==> src/shared/vts_pkg.sv <==
// Package of constants, types and register map for the transformer supervision block.
package vts_pkg;

  // ==========================================================================
  // Clock and timing
  localparam int CLK_HZ = 50_000_000;
  localparam int CYC_PER_MS = CLK_HZ / 1000;
  localparam int ARM_TIME_MS = 200;
  localparam int ARM_CYCLES = ARM_TIME_MS * CYC_PER_MS;
  localparam int OPER_TIME_MS = 4;
  localparam int OPER_CYCLES = OPER_TIME_MS * CYC_PER_MS;
  localparam int RELEASE_TIME_MS = 200;
  localparam int RELEASE_CYCLES = RELEASE_TIME_MS * CYC_PER_MS;
  localparam int LATCH_TIME_MS = 100;
  localparam int LATCH_CYCLES = LATCH_TIME_MS * CYC_PER_MS;
  localparam int CNT_W = 24;

  // ==========================================================================
  // Magnitude scaling: a magnitude equal to NOM_MAG is 100 percent of nominal.
  localparam int MAG_W = 16;
  localparam int THR_W = 7;
  localparam logic [23:0] NOM_MAG = 24'h001000;
  localparam logic [23:0] PCT_FULL = 24'h000064;

  // ==========================================================================
  // Register byte offsets
  localparam logic [7:0] OFS_CTRL = 8'h00;
  localparam logic [7:0] OFS_DL_VTHR = 8'h04;
  localparam logic [7:0] OFS_DL_ITHR = 8'h08;
  localparam logic [7:0] OFS_RES_VTHR = 8'h0c;
  localparam logic [7:0] OFS_RES_ITHR = 8'h10;
  localparam logic [7:0] OFS_NEG_VTHR = 8'h14;
  localparam logic [7:0] OFS_NEG_ITHR = 8'h18;
  localparam logic [7:0] OFS_STATUS = 8'h1c;

  // Control field positions
  localparam int CTRL_EN_BIT = 0;
  localparam int CTRL_MODE_LSB = 1;

  // ==========================================================================
  // Threshold ranges and values after reset, in percent; enable bit value after reset
  localparam logic [6:0] DL_VTHR_MIN = 7'h0a;
  localparam logic [6:0] DL_VTHR_MAX = 7'h64;
  localparam logic [6:0] DL_VTHR_RST = 7'h3c;
  localparam logic [6:0] DL_ITHR_MIN = 7'h02;
  localparam logic [6:0] DL_ITHR_MAX = 7'h64;
  localparam logic [6:0] DL_ITHR_RST = 7'h0a;
  localparam logic [6:0] SEQ_VTHR_MIN = 7'h05;
  localparam logic [6:0] SEQ_VTHR_MAX = 7'h32;
  localparam logic [6:0] RES_VTHR_RST = 7'h1e;
  localparam logic [6:0] NEG_VTHR_RST = 7'h0a;
  localparam logic [6:0] SEQ_ITHR_MIN = 7'h0a;
  localparam logic [6:0] SEQ_ITHR_MAX = 7'h32;
  localparam logic [6:0] SEQ_ITHR_RST = 7'h0a;
  localparam logic CTRL_EN_RST = 1'b1;

  // ==========================================================================
  // Types
  typedef enum logic [1:0] {
    VTS_MODE_OFF = 2'h0,
    VTS_MODE_ZERO = 2'h1,
    VTS_MODE_NEG = 2'h2,
    VTS_MODE_SPECIAL = 2'h3
  } vts_mode_e;

  typedef enum logic [1:0] {
    VTS_SUP_DISARMED = 2'h0,
    VTS_SUP_ARMED = 2'h1,
    VTS_SUP_FAILED = 2'h3,
    VTS_SUP_LATCHED = 2'h2
  } vts_sup_e;

  typedef struct packed {
    logic [MAG_W-1:0] phase1_voltage_mag;
    logic [MAG_W-1:0] phase2_voltage_mag;
    logic [MAG_W-1:0] phase3_voltage_mag;
    logic [MAG_W-1:0] phase1_current_mag;
    logic [MAG_W-1:0] phase2_current_mag;
    logic [MAG_W-1:0] phase3_current_mag;
    logic [MAG_W-1:0] residual_voltage_mag;
    logic [MAG_W-1:0] residual_current_mag;
    logic [MAG_W-1:0] negseq_voltage_mag;
    logic [MAG_W-1:0] negseq_current_mag;
  } vts_mag_s;

  localparam vts_mode_e MODE_RST = VTS_MODE_ZERO;

endpackage

==> src/core/vts_supervision.sv <==
// Dead-line detector and transformer supervision core with an APB register slave.
module vts_supervision #(
  parameter int ARM_CNT = vts_pkg::ARM_CYCLES,
  parameter int OPER_CNT = vts_pkg::OPER_CYCLES,
  parameter int RELEASE_CNT = vts_pkg::RELEASE_CYCLES,
  parameter int LATCH_CNT = vts_pkg::LATCH_CYCLES
) (
  // Clock and reset
  input wire logic clk,
  input wire logic reset,
  // APB slave
  input wire logic psel,
  input wire logic penable,
  input wire logic pwrite,
  input wire logic [7:0] paddr,
  input wire logic [31:0] pwdata,
  output logic [31:0] prdata,
  output logic pready,
  output logic pslverr,
  // Measurements from the upstream calculations
  input wire vts_pkg::vts_mag_s mag,
  input wire logic mag_valid,
  input wire logic dead_line_block_in,
  // Detector flags
  output logic phase1_voltage_start,
  output logic phase2_voltage_start,
  output logic phase3_voltage_start,
  output logic phase1_current_start,
  output logic phase2_current_start,
  output logic phase3_current_start,
  output logic dead_line_flag,
  output logic line_healthy_flag,
  // To the downstream decision logic only
  output logic transformer_fail_internal
);
  import vts_pkg::*;

  // ==========================================================================
  // State
  typedef struct packed {
    logic [THR_W-1:0] dl_vthr;
    logic [THR_W-1:0] dl_ithr;
    logic [THR_W-1:0] res_vthr;
    logic [THR_W-1:0] res_ithr;
    logic [THR_W-1:0] neg_vthr;
    logic [THR_W-1:0] neg_ithr;
    logic dld_en;
    vts_mode_e mode;
    logic [2:0] vstart;
    logic [2:0] istart;
    logic dead;
    logic healthy;
    logic cond;
    vts_sup_e sup;
    logic [CNT_W-1:0] hl_cnt;
    logic [CNT_W-1:0] cond_cnt;
    logic [CNT_W-1:0] rel_cnt;
    logic [CNT_W-1:0] age_cnt;
    logic rdy;
    logic slverr;
    logic [31:0] rdata;
  } vts_state_s;

  localparam logic [CNT_W-1:0] ARM_LAST = CNT_W'(ARM_CNT - 1);
  localparam logic [CNT_W-1:0] OPER_LAST = CNT_W'(OPER_CNT - 1);
  localparam logic [CNT_W-1:0] REL_LAST = CNT_W'(RELEASE_CNT - 1);
  localparam logic [CNT_W-1:0] AGE_FULL = CNT_W'(LATCH_CNT);

  vts_state_s state_r;
  vts_state_s state_nxt;

  // Magnitude times 100 against threshold times nominal keeps both sides integer.
  function automatic logic above(input logic [MAG_W-1:0] m, input logic [THR_W-1:0] t);
    above = ({8'h00, m} * PCT_FULL) > ({17'h00000, t} * NOM_MAG);
  endfunction

  function automatic logic below(input logic [MAG_W-1:0] m, input logic [THR_W-1:0] t);
    below = ({8'h00, m} * PCT_FULL) < ({17'h00000, t} * NOM_MAG);
  endfunction

  function automatic logic in_range(input logic [31:0] d, input logic [6:0] lo,
                                    input logic [6:0] hi);
    in_range = (d[31:7] == 25'h0000000) && (d[6:0] >= lo) && (d[6:0] <= hi);
  endfunction

  // ==========================================================================
  // Next state
  always_comb begin
    logic run;
    logic [2:0] vab;
    logic [2:0] vbe;
    logic [2:0] iab;
    logic [2:0] ibe;
    logic wr;
    logic [THR_W-1:0] wv;
    logic ok;
    state_nxt = state_r;
    run = state_r.dld_en && !dead_line_block_in;
    vab = 3'h0;
    vbe = 3'h0;
    iab = 3'h0;
    ibe = 3'h0;
    wr = 1'b0;
    wv = pwdata[THR_W-1:0];
    ok = 1'b1;

    // Detector and condition, evaluated on each fresh sample.
    vab[0] = above(mag.phase1_voltage_mag, state_r.dl_vthr);
    vab[1] = above(mag.phase2_voltage_mag, state_r.dl_vthr);
    vab[2] = above(mag.phase3_voltage_mag, state_r.dl_vthr);
    vbe[0] = below(mag.phase1_voltage_mag, state_r.dl_vthr);
    vbe[1] = below(mag.phase2_voltage_mag, state_r.dl_vthr);
    vbe[2] = below(mag.phase3_voltage_mag, state_r.dl_vthr);
    iab[0] = above(mag.phase1_current_mag, state_r.dl_ithr);
    iab[1] = above(mag.phase2_current_mag, state_r.dl_ithr);
    iab[2] = above(mag.phase3_current_mag, state_r.dl_ithr);
    ibe[0] = below(mag.phase1_current_mag, state_r.dl_ithr);
    ibe[1] = below(mag.phase2_current_mag, state_r.dl_ithr);
    ibe[2] = below(mag.phase3_current_mag, state_r.dl_ithr);
    if (!run) begin
      state_nxt.vstart = 3'h0;
      state_nxt.istart = 3'h0;
      state_nxt.dead = 1'b0;
      state_nxt.healthy = 1'b0;
      state_nxt.cond = 1'b0;
    end else if (mag_valid) begin
      state_nxt.vstart = vab;
      state_nxt.istart = iab;
      state_nxt.dead = (&vbe) && (&ibe);
      state_nxt.healthy = &vab;
      unique case (state_r.mode)
        VTS_MODE_OFF: state_nxt.cond = 1'b0;
        VTS_MODE_ZERO: state_nxt.cond = above(mag.residual_voltage_mag, state_r.res_vthr)
                                        && below(mag.residual_current_mag, state_r.res_ithr);
        VTS_MODE_NEG: state_nxt.cond = above(mag.negseq_voltage_mag, state_r.neg_vthr)
                                       && below(mag.negseq_current_mag, state_r.neg_ithr);
        VTS_MODE_SPECIAL: state_nxt.cond = above(mag.residual_voltage_mag, state_r.res_vthr)
                                           && below(mag.residual_current_mag, state_r.res_ithr)
                                           && below(mag.negseq_current_mag, state_r.neg_ithr);
      endcase
    end

    // Healthy-hold timer for arming.
    if (state_r.healthy) begin
      if (state_r.hl_cnt != ARM_LAST) begin
        state_nxt.hl_cnt = state_r.hl_cnt + 1'b1;
      end
    end else begin
      state_nxt.hl_cnt = '0;
    end

    // Supervision sequence.
    state_nxt.cond_cnt = '0;
    state_nxt.rel_cnt = '0;
    unique case (state_r.sup)
      VTS_SUP_DISARMED: begin
        state_nxt.age_cnt = '0;
        if (run && state_r.healthy && state_r.hl_cnt == ARM_LAST) begin
          state_nxt.sup = VTS_SUP_ARMED;
        end
      end
      VTS_SUP_ARMED: begin
        state_nxt.age_cnt = '0;
        if (!run || state_r.dead) begin
          state_nxt.sup = VTS_SUP_DISARMED;
        end else if (state_r.cond) begin
          state_nxt.cond_cnt = state_r.cond_cnt + 1'b1;
          if (state_r.cond_cnt == OPER_LAST) begin
            state_nxt.sup = VTS_SUP_FAILED;
            state_nxt.cond_cnt = '0;
          end
        end
      end
      VTS_SUP_FAILED, VTS_SUP_LATCHED: begin
        if (state_r.age_cnt != AGE_FULL) begin
          state_nxt.age_cnt = state_r.age_cnt + 1'b1;
        end
        if (!run) begin
          state_nxt.sup = VTS_SUP_DISARMED;
        end else if (state_r.dead && state_r.sup == VTS_SUP_FAILED) begin
          // A short failure at de-energising is treated as a transient.
          state_nxt.sup = (state_r.age_cnt == AGE_FULL) ? VTS_SUP_LATCHED
                                                        : VTS_SUP_DISARMED;
        end else if (state_r.healthy && !state_r.cond) begin
          state_nxt.rel_cnt = state_r.rel_cnt + 1'b1;
          if (state_r.rel_cnt == REL_LAST) begin
            state_nxt.sup = VTS_SUP_ARMED;
            state_nxt.rel_cnt = '0;
          end
        end
      end
    endcase

    // APB: one wait state; reads and errors are prepared before pready rises.
    state_nxt.rdy = 1'b0;
    if (psel && penable && !state_r.rdy) begin
      state_nxt.rdy = 1'b1;
      state_nxt.rdata = 32'h00000000;
      unique case (paddr)
        OFS_CTRL: state_nxt.rdata = {29'h00000000, state_r.mode, state_r.dld_en};
        OFS_DL_VTHR: state_nxt.rdata = {25'h0000000, state_r.dl_vthr};
        OFS_DL_ITHR: state_nxt.rdata = {25'h0000000, state_r.dl_ithr};
        OFS_RES_VTHR: state_nxt.rdata = {25'h0000000, state_r.res_vthr};
        OFS_RES_ITHR: state_nxt.rdata = {25'h0000000, state_r.res_ithr};
        OFS_NEG_VTHR: state_nxt.rdata = {25'h0000000, state_r.neg_vthr};
        OFS_NEG_ITHR: state_nxt.rdata = {25'h0000000, state_r.neg_ithr};
        OFS_STATUS: state_nxt.rdata = {23'h000000, state_r.sup != VTS_SUP_DISARMED,
                                       state_r.healthy, state_r.dead,
                                       state_r.istart, state_r.vstart};
        default: ok = 1'b0;
      endcase
      if (pwrite) begin
        unique case (paddr)
          OFS_CTRL: ok = (pwdata[31:3] == 29'h00000000);
          OFS_DL_VTHR: ok = in_range(pwdata, DL_VTHR_MIN, DL_VTHR_MAX);
          OFS_DL_ITHR: ok = in_range(pwdata, DL_ITHR_MIN, DL_ITHR_MAX);
          OFS_RES_VTHR, OFS_NEG_VTHR: ok = in_range(pwdata, SEQ_VTHR_MIN, SEQ_VTHR_MAX);
          OFS_RES_ITHR, OFS_NEG_ITHR: ok = in_range(pwdata, SEQ_ITHR_MIN, SEQ_ITHR_MAX);
          default: ok = 1'b0;
        endcase
      end
      state_nxt.slverr = !ok;
    end

    // A refused write leaves the register unchanged.
    wr = psel && penable && state_r.rdy && pwrite && !state_r.slverr;
    if (wr) begin
      unique case (paddr)
        OFS_CTRL: begin
          state_nxt.dld_en = pwdata[CTRL_EN_BIT];
          state_nxt.mode = vts_mode_e'(pwdata[CTRL_MODE_LSB +: 2]);
        end
        OFS_DL_VTHR: state_nxt.dl_vthr = wv;
        OFS_DL_ITHR: state_nxt.dl_ithr = wv;
        OFS_RES_VTHR: state_nxt.res_vthr = wv;
        OFS_RES_ITHR: state_nxt.res_ithr = wv;
        OFS_NEG_VTHR: state_nxt.neg_vthr = wv;
        OFS_NEG_ITHR: state_nxt.neg_ithr = wv;
        default: state_nxt.dld_en = state_r.dld_en;
      endcase
    end
  end

  // ==========================================================================
  // Registers
  always_ff @(posedge clk or posedge reset) begin
    if (reset) begin
      state_r <= '0;
      state_r.dl_vthr <= DL_VTHR_RST;
      state_r.dl_ithr <= DL_ITHR_RST;
      state_r.res_vthr <= RES_VTHR_RST;
      state_r.res_ithr <= SEQ_ITHR_RST;
      state_r.neg_vthr <= NEG_VTHR_RST;
      state_r.neg_ithr <= SEQ_ITHR_RST;
      state_r.dld_en <= CTRL_EN_RST;
      state_r.mode <= MODE_RST;
      state_r.sup <= VTS_SUP_DISARMED;
    end else begin
      state_r <= state_nxt;
    end
  end

  // ==========================================================================
  // Outputs
  assign prdata = state_r.rdata;
  assign pready = state_r.rdy;
  assign pslverr = state_r.rdy && state_r.slverr;
  assign phase1_voltage_start = state_r.vstart[0];
  assign phase2_voltage_start = state_r.vstart[1];
  assign phase3_voltage_start = state_r.vstart[2];
  assign phase1_current_start = state_r.istart[0];
  assign phase2_current_start = state_r.istart[1];
  assign phase3_current_start = state_r.istart[2];
  assign dead_line_flag = state_r.dead;
  assign line_healthy_flag = state_r.healthy;
  assign transformer_fail_internal = state_r.sup[1];

endmodule

==> config.mk <==
export PLATFORM = sky130hd
export DESIGN_NAME = vts_supervision
export DESIGN_NICKNAME = d
export VERILOG_FILES = /design/src/shared/vts_pkg.sv /design/src/core/vts_supervision.sv
export SDC_FILE = /design/constraint.sdc
export NUM_CORES = 1
export LEC_CHECK = 0
export BUFFER_PORTS_ARGS = -buffer_cell sky130_fd_sc_hd__buf_4
export CORE_MARGIN = 2
export CORE_UTILIZATION = 59
export CTS_BUF_LIST = sky130_fd_sc_hd__clkbuf_4
export DETAILED_ROUTE_END_ITERATION = 12
export PLACE_DENSITY_LB_ADDON = 0.1
export SLEW_MARGIN = 20
export SYNTH_ARGS = -nofsm -noshare
export SYNTH_HDL_FRONTEND = slang
export SYNTH_SLANG_ARGS = --single-unit
==> constraint.sdc <==
create_clock -name clk -period 8.6 [get_ports clk]
set_clock_uncertainty 0.05 [all_clocks]
set_input_delay 2.15 -clock clk [delete_from_list [all_inputs] [get_ports clk]]
set_output_delay 2.15 -clock clk [all_outputs]
set_load 0.05 [all_outputs]
After elaboration in Yosys (flattened, before gate mapping)
Index checks and enable logic that the tools add are counted.
- bits in registers: 186
- bits of input ports: 207
- logic and storage cells: 166
- add/subtract/negate cells: 4
- multiply operators: 10
- magnitude comparators: 21
- equal/unequal tests: 27
- mux-type cells: 32
- reductions and logical operators: 51
- operator list (cell ; number):
    $mux 24 ; 12
    $mul 16x5->21 const B ; 10
    $gt 23x19->1 ; 8
    $lt 23x19->1 ; 8
    $add 24x1->24 const B ; 4
    $pmux 9 s8 ; 1
    $eq 24x24->1 const B ; 2
    $pmux 24 s2 ; 1
    $mux 34 ; 1
    $eq 8x5->1 const B ; 4
    $logic_not 29->1 ; 1
    $logic_not 25->1 ; 1
    $eq 24x18->1 const B ; 1
    $eq 24x23->1 const B ; 1
    $ne 24x23->1 const B ; 1
    $ne 24x24->1 const B ; 1
    $logic_and 1x1->1 ; 22
    $mux 2 ; 9
    $mux 9 ; 2
    $eq 8x4->1 const B ; 2
    $reduce_and 2->1 ; 7
    $reduce_and 3->1 ; 3
    $eq 2x2->1 const B ; 4
    $eq 8x3->1 const B ; 1
    22 further kinds ; 38

Longest topological paths before layout
- word-level depth: 8
- gate-level depth with buffers: 25

Least setup slack after synthesis
No wires, ideal clock.
- kind: in2reg
- start: input port mag[37] (netlist name)
- end: register state_r[132] (netlist name)
- arrival time: 6.586 ns
- slack: 1.895 ns
- stages on the path: 23
- path buffers: 0
- cell sequence: ha_1 -> ha_1 -> inv_1 -> fa_1 -> inv_1 -> ha_1 -> a2111o_1 -> or2_2 -> and3_1 -> nor2_1 -> nor2_1 -> o21a_1 -> o21a_1 -> nor2_1 -> xnor2_1 -> ha_1 -> and4_1 -> a221oi_1 -> nand4b_1 -> or4_1 -> o21ai_0 -> o31ai_1 -> nand3_1
- cells in the longest elaborated chain, start to end: 7
- ends and longest elaborated chain (element ; RTL line ; text):
    start, declared ; vts_supervision.sv:21 ; input wire vts_pkg::vts_mag_s mag,
    $mul 16x5->21 * ; vts_supervision.sv:78 ; below = ({8'h00, m} * PCT_FULL) < ({17'h00000, t} * NOM_MAG);
    $lt 23x19->1 * ; vts_supervision.sv:78 ;
    $logic_and 1x1->1 * ; vts_supervision.sv:134, vts_supervision.sv:138 ;
    $logic_and 1x1->1 ; vts_supervision.sv:139 ; && below(mag.negseq_current_mag, state_r.neg_ithr);
    $pmux 1 s4 * ; vts_supervision.sv:131 ; unique case (state_r.mode)
    $mux 9 * ; vts_supervision.sv:126 ; end else if (mag_valid) begin
    $mux 9 * ; vts_supervision.sv:120 ; if (!run) begin
    end signal, assigned ; vts_supervision.sv:259 ; state_r <= state_nxt;
    end, declared ; vts_supervision.sv:69 ; vts_state_s state_r;
Mark *: on every way between the ends. The rest lies on a longest branch, timed or not. The select of a mux whose other input is x is not followed.
A chain may end at the register's enable or synchronous reset.

Worst setup path after layout
- start: input port mag[5] (netlist name)
- end: register state_r[132] (netlist name)
- cells in the longest elaborated chain, start to end: 6
- elaborated cells between the ends (all ways): 7
- those cells by class: mul: 1; order compare: 1; mux: 3; reduce/logical: 2
- ends and longest elaborated chain (element ; RTL line):
    $mul 16x5->21 * ; vts_supervision.sv:78
    $lt 23x19->1 * ; vts_supervision.sv:78
    $logic_and 1x1->1, on equally long branches ; vts_supervision.sv:139, vts_supervision.sv:136
    $pmux 1 s4 * ; vts_supervision.sv:131
    $mux 9 * ; vts_supervision.sv:126
    $mux 9 * ; vts_supervision.sv:120
Marks and branches as above.

==> metrics.md <==
| Metric | Value |
|---|---|
| Row count | 76 |
| CP Data Required Time | 9.05 ns |
| Biggest area consumer among synthesized cells | ha_1 |
| Synth cell types | 79 |
| Tcrit/Tclk final | 78.1% |
| GR Util met2 | 47.4% |
| Clk slew on worst S/H paths | 0.13 ns |
| Clock Latency Late Sink | 0.57 ns |
| Die ar. | 44800 sq um |
| Setup_tns | 0 ns |
| Most area-consuming cells after synthesis | ha_1 (30%), dfrtp_1 (14%), inv_1 (8.6%) |
| CTS buffer count | 17 |
| WS Path Type | in -> reg |
| Peak supply drop | 0.0000742 V |
| Worst setup EP type | flip-flop |
| Largest net degree at the start of global routing | 87 |
| Synth top area share | 29.5% |
| Number of synthesized flops with an enable pin | 0 |
| Sequential area share after synthesis | 16.1% |
| Area after DPL | 27600 sq um |
| WHS Path Cells | 1 |
| Initial DRC Count | 851 |
| Most common cell after layout, fill and taps aside | ha_1 |
| Most frequent cells in the layout | ha_1 (601), inv_1 (582), buf_4 (229) |
| Class of the worst hold path | reg -> reg |
| Worst-Margin Slew | 1.14 ns |
| CTS Buffer Depth | 2 |
| Slew HR | 23.2% |
| Nets@finish | 4110 |
| Htree depth | 4 |
| Die span in y | 212 um |
| R2r worst-path depth | 9 |
| Synthesized cell area | 25500 sq um |
| Share of cells above drive strength 1 | 10.4% |
| Gate Count Post-Synth | 2988 |
| Final Cell Area | 27900 sq um |
| Ys async rst share | 100% |
| Crit start category | primary input |
| Leak | 14.9 nW |
| CP Cell Sequence | buf_4 -> ha_1 -> ha_1 -> inv_1 -> fa_1 -> inv_1 -> ha_1 -> a21oi_1 -> o21ai_0 -> a221oi_1 -> a21oi_1 -> xor2_1 -> ha_1 -> nor2b_1 -> o21ai_0 -> o311ai_0 -> or4_1 -> o32a_1 -> a311oi_1 -> o211ai_1 -> nand3_1 |
| Final hold vios | 0 |
| Antenna Nets Post-Route | 0 |
| Clock Tree Root | clkbuf_4 |
| Final WL | 56.6 mm |
| Cts hold-fix bufs | 0 |
| Synth warn | 0 |
| PwrDens | 140 nW/um^2 |
| Via count | 20900 |
| CTS resizes | 0 |
| Worst hold endpoint | state_r[58] |
| Core Box Area | 42900 sq um |
| Most flops, register | state_r |
| Final min period | 6.72 ns |
| Total power | 3.91 mW |
| Max-cap violations | 0 |
| Worst slack, placed | 1.37 ns |
| Port Buffers | 226 |
| Top Family by Delay on Critical Path | compound AO/OA/AOI/OAI gates |
| Sink Count | 163 |
| WP buf/inv | 3 |
| Peak Freq | 149 MHz |
| Fin. max-slew vios | 0 |
| M1 GR Usage | 32.5% |
| Flops & latches, synth | 163 |
| Initial antenna violation count | 1 |
| Drt wl/cell | 14.9 um |
| Worst reg2reg path endpoint | state_r[132] |
| Critical path depth | 21 |
| Synth-to-Final Area Change | 9.47% |
| CP peak stage delay | 0.51 ns |
| Largest fanout on the critical path | 4 |
| Grt met3 use | 3.23% |
| Final Setup Violations | 0 |
| Post-DR vias/cell | 5.51 |
| RSZ-0062 raised after global routing | no |
| Post-CTS setup buffer count | 0 |
| Post-layout worst setup margin | 1.88 ns |
| Syn_area_per_cell | 8.52 sq um |
| I/O pins | 250 |
| Worst hold start | state_r[58] |
| Most used DFF post-synth | dfrtp_1 |
| CTS tree | built |
| Max reg flops | 144 |
| Vias in the first global route | 21200 |
| First-pass GRT wire length | 96.4 mm |
| Gr usage total | 25.9% |
| DR pass1 iterations | 5 |
| R2r startpoint | state_r[143] |
| RD Place Congestion | 0.889 |
| Grt ovf | 0 |
| Hpwl dp | 48.6 mm |
| R2r setup slk | 5.04 ns |
| CP max-delay cell | a221oi_1 |
| Initial Util | 59.4% |
| WP data arrival | 7.17 ns |
| DRC viols | 0 |
| DIE WIDTH | 212 um |
| Crit-path most repeated cell | ha_1 |
| Busiest layer in global routing | met2 |
| Outcome | finished clean |
[kinds of logic (layout without fill, tap and decap cells)]
logic type,after synthesis,after routing,share of synthesized area [%]
buffers and inverters,647,844,10.0
multiplexers,50,50,2.13
adder cells (fa/ha/maj),710,710,38.1
XOR/XNOR,191,191,6.57
other,1,24,0.0147
AO/OA/AOI/OAI,497,497,12.5
AND/OR/NAND/NOR,729,729,14.6
flip-flops,163,163,16.1
[cell usage after synthesis, drive strengths merged, types with 6 or more instances]
cell,instances
nor3,48
and2,54
or3,20
mux2i,17
inv,583
o31ai,8
o21bai,22
nor4,29
nand3,72
a31oi,25
o21a,24
nand2,135
ha,601
o21ai,125
a221oi,21
nor2b,35
a211oi,25
clkbuf,28
buf,36
a22o,7
mux2,33
dfrtp,145
o22ai,9
fa,108
o2111ai,6
nand2b,32
xor2,73
nor4b,12
a21oi,125
xnor2,118
and3,23
o211ai,17
or2,7
dfstp,18
nand4,39
nor2,195
a21o,36
[worst register-to-register path, delay by kind of cell, from the launching register on]
family,cells,cell delay (ns)
AND/OR/NAND/NOR,4,1.51
AO/OA/AOI/OAI,5,1.37
flip-flops,1,0.59
[power breakdown]
part           switching [mW]  internal, mW
clock                   0.267         0.144
sequential            0.00327         0.772
combinational            1.53          1.19
total                    1.80          2.11
[worst max-delay path by stage]
stage / start / to / slack (ns)
after floorplan: mag[37] / state_r[132] / 1.90
after global placement: mag[5] / state_r[132] / 1.49
after detailed placement: mag[7] / state_r[132] / 1.37
after CTS: mag[7] / state_r[132] / 1.95
after global routing: mag[5] / state_r[132] / 1.57
final: mag[5] / state_r[132] / 1.88
[cell type report]
type                    instances  area (sq um)
diodes                          1          2.50
clock buffers                  19           143
clock inverters                13          95.1
fillers                      3669         15000
inverters                     583          2190
multi-input cells            2200         18900
flip-flops and latches        163          4100
well taps                     585           732
repair buffers                229          1720
[through the flow]
step                utilization [%]  cells  hold slack (ns)
global route                   65.0   3792            0.488
floorplan                         -   3010            0.405
global placement               64.5   3760            0.423
finish                         65.0   3793            0.448
CTS                            65.0   3792            0.451
detailed placement             64.5   3760            0.435
[per-layer routing]
metal  wire [um]  vias up
met2       28000      387
met3        2380       52
met4        1040        0
met1       25100     9942
li1            -    10500
met5           0        -
Power figures use the tool's default switching activity.
